--- src/opaddr_pkg.sv ---
// Constants, types and operation summary for the operand addressing unit.
// Assumes a single 20 MHz clock and an instruction decoder that presents
// one opcode plus up to two following instruction bytes per request.
// Operation
// RL1: Classic instruction set, one or two cycles
// RL2: Direct mode: 8-bit address, internal RAM/special regs
// RL3: 8-bit indirect through bank register zero or one
// RL4: 16-bit indirect through wide address pointer
// RL5: Register mode: opcode picks one of eight
// RL6: Register-specific: operand implied, e.g. accumulator
// RL7: Immediate: instruction byte is value, not address
// RL8: Indexed mode only for program memory reads
// RL9: Indexed address is pointer plus accumulator; code adds the accumulator for 0x93 only, 0x83 gives the pointer alone
// RL10: Bit mode: 8-bit address over 256 bits
// RL11: External reset pin active low, pulled up
// RL12: Configuration lets alternate pin also reset
// RL13: Bits map to 128 RAM bits plus special regs
// RL14: External RAM: accumulator only, indirect only
// RL15: Decode reports addressing mode per operand
package opaddr_pkg;

  // ****************************************
  // Modes and spaces
  // ****************************************
  typedef enum logic [2:0] {
    MODE_NONE = 3'h0,
    MODE_DIRECT = 3'h1,
    MODE_INDIRECT = 3'h2,
    MODE_REGISTER = 3'h3,
    MODE_REG_SPECIFIC = 3'h4,
    MODE_IMMEDIATE = 3'h5,
    MODE_INDEXED = 3'h6,
    MODE_BIT = 3'h7
  } addr_mode_e;

  typedef enum logic [2:0] {
    SPACE_NONE = 3'h0,
    SPACE_IRAM = 3'h1,
    SPACE_SFR = 3'h2,
    SPACE_XRAM = 3'h3,
    SPACE_CODE = 3'h4,
    SPACE_BIT = 3'h5,
    SPACE_VALUE = 3'h6
  } mem_space_e;

  // ****************************************
  // Constants
  // ****************************************
  localparam logic [7:0] SFR_BASE = 8'h80;
  localparam logic [7:0] BIT_RAM_BYTE_BASE = 8'h20;
  localparam logic [7:0] BIT_SFR_MASK = 8'hf8;
  localparam logic [7:0] RESET_BYTE = 8'h00;
  localparam logic [15:0] RESET_WORD = 16'h0000;
  localparam logic [1:0] RESET_CYCLES = 2'h0;
  localparam logic [1:0] MULTI_CYCLES = 2'h2;
  localparam logic [1:0] SINGLE_CYCLES = 2'h1;
  localparam logic [1:0] RST_SYNC_RESET = 2'h0;

  // ****************************************
  // Carriers
  // ****************************************
  typedef struct packed {
    logic [7:0] opcode;
    logic [7:0] byte1;
    logic [7:0] byte2;
  } instr_s;

  typedef struct packed {
    logic [7:0] acc;
    logic [15:0] wide_address_pointer;
    logic [1:0] bank;
    logic [7:0] bank_r0;
    logic [7:0] bank_r1;
  } core_state_s;

  typedef struct packed {
    addr_mode_e mode;
    mem_space_e space;
    logic [15:0] addr;
    logic [2:0] bit_pos;
    logic [7:0] value;
    logic [1:0] cycles;
    logic xram_write;
  } operand_s;

endpackage : opaddr_pkg

--- src/operand_addressing_unit.sv ---
// Operand addressing unit: resolves the first operand of each instruction.
// Assumes the decoder holds instr stable with instr_valid high for one cycle
// and supplies the current accumulator, pointer, bank and R0/R1 contents.
module operand_addressing_unit (
  // Clock and reset
  input wire logic sys_clk,
  input wire logic reset_n,
  // Reset pins and configuration
  input wire logic external_reset_pin,
  input wire logic alternate_reset_pin,
  input wire logic alt_reset_enable,
  // Decoder side
  input wire logic instr_valid,
  input wire opaddr_pkg::instr_s instr,
  input wire opaddr_pkg::core_state_s core_state,
  // Memory side
  output opaddr_pkg::operand_s operand,
  output logic operand_valid,
  output logic core_reset_n
);
  import opaddr_pkg::*;

  // ****************************************
  // Functions
  // ****************************************
  // Bank register address in internal RAM
  function automatic logic [7:0] bank_reg_addr(input logic [1:0] bank, input logic [2:0] idx);
    bank_reg_addr = {3'h0, bank, idx};
  endfunction : bank_reg_addr

  // Direct address goes to special regs at and above the base
  function automatic mem_space_e direct_space(input logic [7:0] a);
    direct_space = (a >= SFR_BASE) ? SPACE_SFR : SPACE_IRAM;
  endfunction : direct_space

  // ****************************************
  // Reset pins
  // ****************************************
  // Pins arrive synchronous; pull-up is external to this logic, so open reads high
  logic pin_reset;
  logic [1:0] rst_hold;
  logic [1:0] next_rst_hold;
  logic next_core_reset_n;

  always_comb begin
    pin_reset = !external_reset_pin; // RL11
    if (alt_reset_enable && !alternate_reset_pin) begin
      pin_reset = 1'b1; // RL12
    end
    // An external pin pulse, or an alternate pin pulse with alt_reset_enable set, restarts the count, so even a one-cycle pulse gives a full reset
    next_rst_hold = pin_reset ? RST_SYNC_RESET : {rst_hold[0], 1'b1};
    next_core_reset_n = rst_hold[1] && !pin_reset;
  end

  always_ff @(posedge sys_clk or negedge reset_n) begin
    if (!reset_n) begin
      rst_hold <= RST_SYNC_RESET;
      core_reset_n <= 1'b0;
    end else begin
      rst_hold <= next_rst_hold;
      core_reset_n <= next_core_reset_n;
    end
  end

  // ****************************************
  // Operand decode
  // ****************************************
  operand_s next_operand;
  logic next_operand_valid;
  logic [7:0] op;
  logic [7:0] bit_byte;

  always_comb begin
    op = instr.opcode;
    bit_byte = RESET_BYTE;
    next_operand = '0;
    next_operand.cycles = SINGLE_CYCLES; // RL1
    next_operand_valid = instr_valid;
    if (op[3:0] >= 4'h8 && op[7:4] != 4'h0 && op[7:4] != 4'h1 && op[7:4] != 4'hd) begin
      next_operand.mode = MODE_REGISTER; // RL5
      next_operand.space = SPACE_IRAM;
      next_operand.addr = {8'h00, bank_reg_addr(core_state.bank, op[2:0])}; // RL5
    end else if (op == 8'he0 || op == 8'hf0 || op == 8'he2 || op == 8'he3 || op == 8'hf2
                 || op == 8'hf3) begin
      next_operand.mode = MODE_INDIRECT; // RL14
      next_operand.space = SPACE_XRAM;
      next_operand.xram_write = op[4]; // RL14
      next_operand.cycles = MULTI_CYCLES;
      if (op[1]) begin
        next_operand.addr = {8'h00, op[0] ? core_state.bank_r1 : core_state.bank_r0}; // RL3
      end else begin
        next_operand.addr = core_state.wide_address_pointer; // RL4
      end
    end else if (op == 8'h93 || op == 8'h83) begin
      next_operand.mode = MODE_INDEXED; // RL8
      next_operand.space = SPACE_CODE;
      next_operand.cycles = MULTI_CYCLES;
      next_operand.addr = op[4] ? core_state.wide_address_pointer + {8'h00, core_state.acc}
                                : core_state.wide_address_pointer; // RL9
    end else if (op[3:1] == 3'h3 && op[7:4] != 4'h0 && op[7:4] != 4'h1 && op[7:4] != 4'hd) begin
      next_operand.mode = MODE_INDIRECT;
      next_operand.space = SPACE_IRAM;
      next_operand.cycles = MULTI_CYCLES;
      next_operand.addr = {8'h00, op[0] ? core_state.bank_r1 : core_state.bank_r0}; // RL3
    end else if (op == 8'h92 || op == 8'ha2 || op == 8'hb2 || op == 8'hc2 || op == 8'hd2
                 || op == 8'h72 || op == 8'h82 || op == 8'ha0 || op == 8'hb0) begin
      next_operand.mode = MODE_BIT; // RL10
      next_operand.space = SPACE_BIT;
      next_operand.cycles = MULTI_CYCLES;
      next_operand.bit_pos = instr.byte1[2:0];
      if (instr.byte1[7]) begin
        bit_byte = instr.byte1 & BIT_SFR_MASK; // RL13
      end else begin
        bit_byte = BIT_RAM_BYTE_BASE + {4'h0, instr.byte1[6:3]}; // RL13
      end
      next_operand.addr = {8'h00, bit_byte};
    end else if (op[3:0] == 4'h4 && op[7:4] >= 4'h2 && op[7:4] != 4'h8 && op[7:4] <= 4'h9) begin
      next_operand.mode = MODE_IMMEDIATE; // RL7
      next_operand.space = SPACE_VALUE;
      next_operand.cycles = MULTI_CYCLES;
      next_operand.value = instr.byte1; // RL7
    end else if (op[3:0] == 4'h5 && op[7:4] >= 4'h2) begin
      next_operand.mode = MODE_DIRECT; // RL2
      next_operand.space = direct_space(instr.byte1); // RL2
      next_operand.cycles = MULTI_CYCLES;
      next_operand.addr = {8'h00, instr.byte1};
    end else if (op[3:0] == 4'h4 || op == 8'ha3) begin
      next_operand.mode = MODE_REG_SPECIFIC; // RL6
      next_operand.space = SPACE_NONE;
      next_operand.value = core_state.acc;
    end else begin
      next_operand.mode = MODE_NONE; // RL15
    end
  end

  always_ff @(posedge sys_clk or negedge reset_n) begin
    if (!reset_n) begin
      operand <= '0;
      operand_valid <= 1'b0;
    end else begin
      operand <= next_operand; // RL15
      operand_valid <= next_operand_valid;
    end
  end

  // ****************************************
  // Assertions
  // ****************************************
  // Operand checks after |=> compare against the decoder's inputs one cycle back; the |-> ones check the operand alone
  a_valid_follows: assert property (@(posedge sys_clk) disable iff (!reset_n) // RL15
    instr_valid |=> operand_valid) else $error("valid lost");
  a_valid_idle: assert property (@(posedge sys_clk) disable iff (!reset_n) // RL15
    !instr_valid |=> !operand_valid) else $error("valid without request");
  a_direct_space: assert property (@(posedge sys_clk) disable iff (!reset_n) // RL2
    instr_valid && instr.opcode == 8'he5 |=> operand.addr == {8'h00, $past(instr.byte1)}
    && operand.space == ($past(instr.byte1) >= SFR_BASE ? SPACE_SFR : SPACE_IRAM))
    else $error("direct space");
  a_indirect_reg: assert property (@(posedge sys_clk) disable iff (!reset_n) // RL3
    instr_valid && instr.opcode == 8'he7 |=> operand.mode == MODE_INDIRECT
    && operand.addr == {8'h00, $past(core_state.bank_r1)}) else $error("indirect register");
  a_wide_ptr: assert property (@(posedge sys_clk) disable iff (!reset_n) // RL4
    instr_valid && instr.opcode == 8'he0 |=> operand.space == SPACE_XRAM
    && operand.addr == $past(core_state.wide_address_pointer)) else $error("wide pointer");
  a_register_addr: assert property (@(posedge sys_clk) disable iff (!reset_n) // RL5
    instr_valid && instr.opcode[7:3] == 5'h1d |=>
    operand.addr[7:0] == {3'h0, $past(core_state.bank), $past(instr.opcode[2:0])})
    else $error("register addr");
  a_regspec_acc: assert property (@(posedge sys_clk) disable iff (!reset_n) // RL6
    instr_valid && instr.opcode == 8'h04 |=> operand.mode == MODE_REG_SPECIFIC
    && operand.value == $past(core_state.acc)) else $error("accumulator operand");
  a_div_regspec: assert property (@(posedge sys_clk) disable iff (!reset_n) // RL6
    instr_valid && instr.opcode == 8'h84 |=> operand.mode == MODE_REG_SPECIFIC)
    else $error("divide operand");
  a_imm_value: assert property (@(posedge sys_clk) disable iff (!reset_n) // RL7
    instr_valid && instr.opcode == 8'h74 |=> operand.value == $past(instr.byte1)
    && operand.space == SPACE_VALUE) else $error("immediate");
  a_indexed_code: assert property (@(posedge sys_clk) disable iff (!reset_n) // RL8
    instr_valid && (instr.opcode == 8'h93 || instr.opcode == 8'h83) |=>
    operand.mode == MODE_INDEXED && operand.space == SPACE_CODE) else $error("indexed space");
  a_indexed_sum: assert property (@(posedge sys_clk) disable iff (!reset_n) // RL9
    instr_valid && instr.opcode == 8'h93 |=>
    operand.addr == $past(core_state.wide_address_pointer) + {8'h00, $past(core_state.acc)})
    else $error("indexed sum");
  a_bit_ram: assert property (@(posedge sys_clk) disable iff (!reset_n) // RL10
    instr_valid && instr.opcode == 8'hd2 && !instr.byte1[7] |=>
    operand.addr[3:0] == $past(instr.byte1[6:3]) && operand.bit_pos == $past(instr.byte1[2:0]))
    else $error("bit position");
  a_bit_range: assert property (@(posedge sys_clk) disable iff (!reset_n) // RL13
    operand_valid && operand.mode == MODE_BIT && !operand.addr[7] |->
    operand.addr[7:0] >= 8'h20 && operand.addr[7:0] <= 8'h2f) else $error("bit ram");
  a_bit_sfr: assert property (@(posedge sys_clk) disable iff (!reset_n) // RL13
    instr_valid && instr.opcode == 8'hd2 && instr.byte1[7] |=>
    operand.addr == {8'h00, $past(instr.byte1) & BIT_SFR_MASK}) else $error("bit special");
  a_xram_indirect: assert property (@(posedge sys_clk) disable iff (!reset_n) // RL14
    operand_valid && operand.space == SPACE_XRAM |-> operand.mode == MODE_INDIRECT)
    else $error("xram mode");
  a_xram_write: assert property (@(posedge sys_clk) disable iff (!reset_n) // RL14
    instr_valid && instr.opcode == 8'hf0 |=> operand.xram_write) else $error("xram write");
  a_cycles_range: assert property (@(posedge sys_clk) disable iff (!reset_n) // RL1
    operand_valid |-> operand.cycles == 2'h1 || operand.cycles == 2'h2)
    else $error("cycles");
  a_register_cycles: assert property (@(posedge sys_clk) disable iff (!reset_n) // RL1
    instr_valid && instr.opcode[7:3] == 5'h1d |=> operand.cycles == SINGLE_CYCLES)
    else $error("register cycles");

  // Reset output checks; the system reset itself is left to disable iff
  a_pin_reset: assert property (@(posedge sys_clk) disable iff (!reset_n) // RL11
    !external_reset_pin |=> !core_reset_n) else $error("pin reset");
  a_reset_stretch: assert property (@(posedge sys_clk) disable iff (!reset_n) // RL11
    $rose(external_reset_pin) |=> !core_reset_n) else $error("reset too short");
  a_alt_reset: assert property (@(posedge sys_clk) disable iff (!reset_n) // RL12
    alt_reset_enable && !alternate_reset_pin |=> !core_reset_n) else $error("alt reset");
  a_release: assert property (@(posedge sys_clk) disable iff (!reset_n) // RL11
    (external_reset_pin && !(alt_reset_enable && !alternate_reset_pin)) [*3] |=> core_reset_n)
    else $error("release");

  c_indexed: cover property (@(posedge sys_clk) operand_valid && operand.mode == MODE_INDEXED);
  c_xram_write: cover property (@(posedge sys_clk) operand_valid && operand.xram_write);
  c_bit_sfr: cover property (@(posedge sys_clk) operand_valid && operand.mode == MODE_BIT
    && operand.addr[7]);
  c_alt_reset: cover property (@(posedge sys_clk) alt_reset_enable && !alternate_reset_pin);
  c_mode_none: cover property (@(posedge sys_clk) operand_valid && operand.mode == MODE_NONE);

endmodule : operand_addressing_unit

--- config.mk ---
export PLATFORM = sky130hd
export DESIGN_NAME = operand_addressing_unit
export DESIGN_NICKNAME = d
export VERILOG_FILES = /design/src/opaddr_pkg.sv /design/src/operand_addressing_unit.sv
export SDC_FILE = /design/constraint.sdc
export NUM_CORES = 1
export LEC_CHECK = 0
export ABC_AREA = 1
export BUFFER_PORTS_ARGS = -buffer_cell sky130_fd_sc_hd__buf_2
export CAP_MARGIN = 20
export CORE_MARGIN = 2
export CORE_UTILIZATION = 45
export CTS_CLUSTER_DIAMETER = 30
export DETAILED_ROUTE_END_ITERATION = 6
export GPL_TIMING_DRIVEN = 1
export HOLD_SLACK_MARGIN = 0.02
export MAX_ROUTING_LAYER = met4
export PLACE_DENSITY = 0.85
export REMOVE_ABC_BUFFERS = 1
export SYNTH_ARGS = -nofsm -noshare
export SYNTH_HDL_FRONTEND = slang
export SYNTH_SLANG_ARGS = --single-unit
--- constraint.sdc ---
create_clock -name sys_clk -period 1.36 [get_ports sys_clk]
set_input_delay 0.204 -clock sys_clk [delete_from_list [all_inputs] [get_ports sys_clk]]
set_output_delay 0.204 -clock sys_clk [all_outputs]
set_load 0.1 [all_outputs]
==> results.txt <==
For the maximum number of pins on one net before global-route repair, the log shows 41. The tools report the number of cell rows as 29. The final-report hold violation count is 0. Counting every instance in the synthesized netlist gives 415. The final layout contains 643 nets. The average instance in the mapped netlist occupies 7.05 um^2. The most numerous cell type found on the critical path is sky130_fd_sc_hd__nand2_2. The logs give 1.68 ns for the endpoint arrival time on the critical path and 0 for the number of warnings reported in the yosys synthesis log. By area, the combinational part of the netlist is dominated by simple AND/OR/NAND/NOR gates. The initial antenna violation count was 0. After synthesis, the share of cell area in mux cells is 1.37%. The tree is rooted in a sky130_fd_sc_hd__clkbuf_8. The logs give 6310 um^2 for the core footprint and 640 for the non-filler instance count after layout.

The worst path uses 108% of the clock period. The number of top-level design ports was 110; the total half-perimeter wirelength after legalization and detailed placement was 7030 um. The run gives 0 as the residual DRC count. The first-pass iteration count of the detailed router was 5; the wire length per cell was 15.5 um. The critical path goes through buf_8 > ha_4 > inv_2 > fa_2 > nand3b_1 > nand2_2 > nand3_2 > nand2_4 > nand2_2 > nand2_1 > nand3_1 > a21oi_1. Headroom to the max-slew limit came out at 66.0%.

The peak per-stage delay on the critical path is 0.33 ns, and the required time at the worst-slack endpoint is 1.58 ns. Sequential elements use 34.2% of the synthesized area. The total via count in the routed design is 3,521, and the final critical delay including setup and external delays is 1.46 ns. Relative to the synthesized area, the layout overhead comes to 43.8%.

Global routing finished with a remaining overflow of 0. In the synthesized netlist, the cells that appear most often are sky130_fd_sc_hd__nand2_1 (111), sky130_fd_sc_hd__inv_1 (52), sky130_fd_sc_hd__nand3_1 (49). The filler cells instantiated in the layout total 511.

Of the total synthesized cell area, the portion taken by full adders, half adders and majority gates is 4.10%. The count of unique library cells instantiated by Yosys was 41. The congestion estimate from routability-driven global placement came to 0.971.

The maximum operating frequency is 683 MHz, and the number of sinks handled by clock tree synthesis is 40. STA classifies the critical path startpoint as an input pin. The finished cells cover 4210 um^2. The per-cell via count in the routed design works out to 5.50.

The maximum net fanout on the critical path is 6, and the number of buffers created by CTS is 5. Clock-pin slew on the worst setup and hold paths: 0.08 ns. The detailed router finished its first iteration with 297 violations. At the pin with the least slew margin, the transition time is 0.510 ns.

The number of endpoints failing setup at the final stage came out at 5. The total power of the final layout was 3560 uW; the xor and xnor fraction of the mapped netlist area was 0.598%. The first global-routing pass estimated 15,000 um of wire. The worst setup slack after layout was -0.103 ns; the max-capacitance violation count was 0. The run gives 7170 um^2 as the die outline area.

In the post-synthesis netlist, the biggest area contributors are sky130_fd_sc_hd__dfrtp_1 (34%), sky130_fd_sc_hd__nand2_1 (14%), sky130_fd_sc_hd__nand3_1 (8.4%). Summing every instance area after synthesis gives 2930 um^2. Yosys instantiated no cell more often than sky130_fd_sc_hd__nand2_1. In this run the power density over the cells is 846 nW/um^2. Among all flip-flop cells after synthesis, the most frequent one is sky130_fd_sc_hd__dfrtp_1. Category of the critical setup timing path: in2reg.

The clock latency reported for the late side of the worst-skew pair is 0.30 ns, and the share of Yosys cell area claimed by the top area cell type is 34.2%. TritonCTS built the clock tree. The tools report the type of element capturing the critical path as a register.

For the footprint of the flip-flops and latches, the log shows 1000 um^2. In this run the deepest clock path goes through 2 buffers. The run finished, with violations left. Global routing used 26.8% of the available tracks across all layers. Setup repair after global routing could not meet its margin everywhere. Timing analysis after detailed placement gives a worst setup slack of -0.600 ns. The run gives 3,249 as the number of global-route vias before repair. Summed over all failing endpoints, the final setup total negative slack is -0.301 ns.

The tools report the final-report max-slew violation count as 0. In this run the cell area measured after placement is 3820 um^2. The height of the die was 84.7 um; the number of H-tree levels was 2.

Among all stages on the critical path, the largest delay is contributed by sky130_fd_sc_hd__fa_2. Counting flops and latches in the post-synthesis netlist gives 40. The synthesized netlist devotes 13.3% of its cell area to compound gates.

Number of nets with antenna violations after detailed routing: 0. Of the cells placed in the final design, the portion with a size suffix greater than 1 is 40.9%. Input and output buffers added on the ports amount to 101. The worst min-delay path category was in2reg. The simple logic cell fraction of the synthesized area is 35.9%, and the diode insertion count for antenna repair is 0. The footprint of the multi-input gates was 1840 um^2. The leakage power was 0.00238 uW; the count of flip-flops with a built-in enable after synthesis was 0. The cell type with the highest aggregate area in the netlist is sky130_fd_sc_hd__dfrtp_1.

The share of async-settable or async-resettable flops after synthesis was 100%. Wires add up to 9910 um. For the worst-case vdd ir drop, the log shows 0.808 mV. The starting density of the core is 46.4%. The final reports fail on setup timing. Measured along the x axis, the die boundary spans 84.7 um.

The final worst clock skew came out at 0.000340 ns. Cell total after placement: 628.
area by class of cell:
type,count,area share (%)
tap,77,2.29
timing repair buffer,152,22.1
clock inverter,2,0.832
clock buffer,6,1.72
inverter,61,5.53
sequential,40,23.8
multi-input combinational,302,43.8
worst max-delay path: cells and delay by family:
| kind | cells | cell delay (ns) |
|---|---|---|
| buffers and inverters | 2 | 0.12 |
| AO/OA/AOI/OAI | 1 | 0.17 |
| adder cells (fa/ha/maj) | 2 | 0.47 |
| AND/OR/NAND/NOR | 7 | 0.73 |
power breakdown:
part	switching, uW	internal (uW)	leakage (uW)
logic	933	400	0.00180
registers	14.4	1240	0.000531
clock network	425	545	0.0000552
total	1370	2190	0.00238
repair_timing:
action                                  in CTS  in global routing
buffers inserted                             2                  0
hold buffers                                 2                  0
endpoints found under the hold margin       41                  0
gates resized for setup                     18                 31
endpoints found under the setup margin       9                 13
pin swaps                                    7                 14
flip-flops by register name, indices dropped and copies added (netlist names):
name	count
operand_valid	1
operand	36
core_reset_n	1
rst_hold	2
routing by layer:
metal	vias to the layer above	part of all wire (%)	GRT usage (%)
met5	-	0	-
met1	1617	39	31.8
met2	222	50	45.6
met3	43	8.3	4.52
li1	1639	-	-
met4	0	3.7	9.67
worst paths after layout:
kind	startpoint	to	slack, ns	depth (start not counted)
worst min-delay path	external_reset_pin	rst_hold[0]	0.14	3
max in group asynchronous	reset_n	operand[8]	0.50	3
worst min register to register	rst_hold[0]	rst_hold[1]	0.47	2
min in group asynchronous	reset_n	operand[18]	0.49	3
worst max-delay path	core_state[18]	operand[22]	-0.10	12
worst max register to register	rst_hold[1]	core_reset_n	0.81	2
cells in the final DEF (no fill, tap or decap), types with 4 or more instances in the layout:
master,count
sky130_fd_sc_hd__nand4_1,5
sky130_fd_sc_hd__nand2_2,12
sky130_fd_sc_hd__nand2_1,103
sky130_fd_sc_hd__buf_4,47
sky130_fd_sc_hd__nor2_1,25
sky130_fd_sc_hd__nand3_4,6
sky130_fd_sc_hd__inv_1,51
sky130_fd_sc_hd__nor2_2,4
sky130_fd_sc_hd__clkbuf_8,5
sky130_fd_sc_hd__a21oi_1,28
sky130_fd_sc_hd__mux2i_1,4
sky130_fd_sc_hd__dfrtp_1,40
sky130_fd_sc_hd__ha_4,7
sky130_fd_sc_hd__inv_2,7
sky130_fd_sc_hd__nand3_2,12
sky130_fd_sc_hd__o21ai_0,14
sky130_fd_sc_hd__o21ai_2,9
sky130_fd_sc_hd__nand3_1,39
sky130_fd_sc_hd__buf_2,99
metrics by stage:
step,utilization (%),hold WS [ns]
6_report,66.7,0.140
3_3_place_gp,60.5,0.285
5_1_grt,66.7,0.167
2_1_floorplan,-,-0.0916
4_1_cts,63.9,0.143
3_5_place_dp,60.5,0.301
cells by family after synthesis:
group / Yosys count
flip-flops: 40
buffers and inverters: 73
AO/OA/AOI/OAI: 66
AND/OR/NAND/NOR: 221
adder cells (fa/ha/maj): 9
XOR/XNOR: 2
multiplexers: 4
No activity file was read; power rests on OpenSTA's default activity.
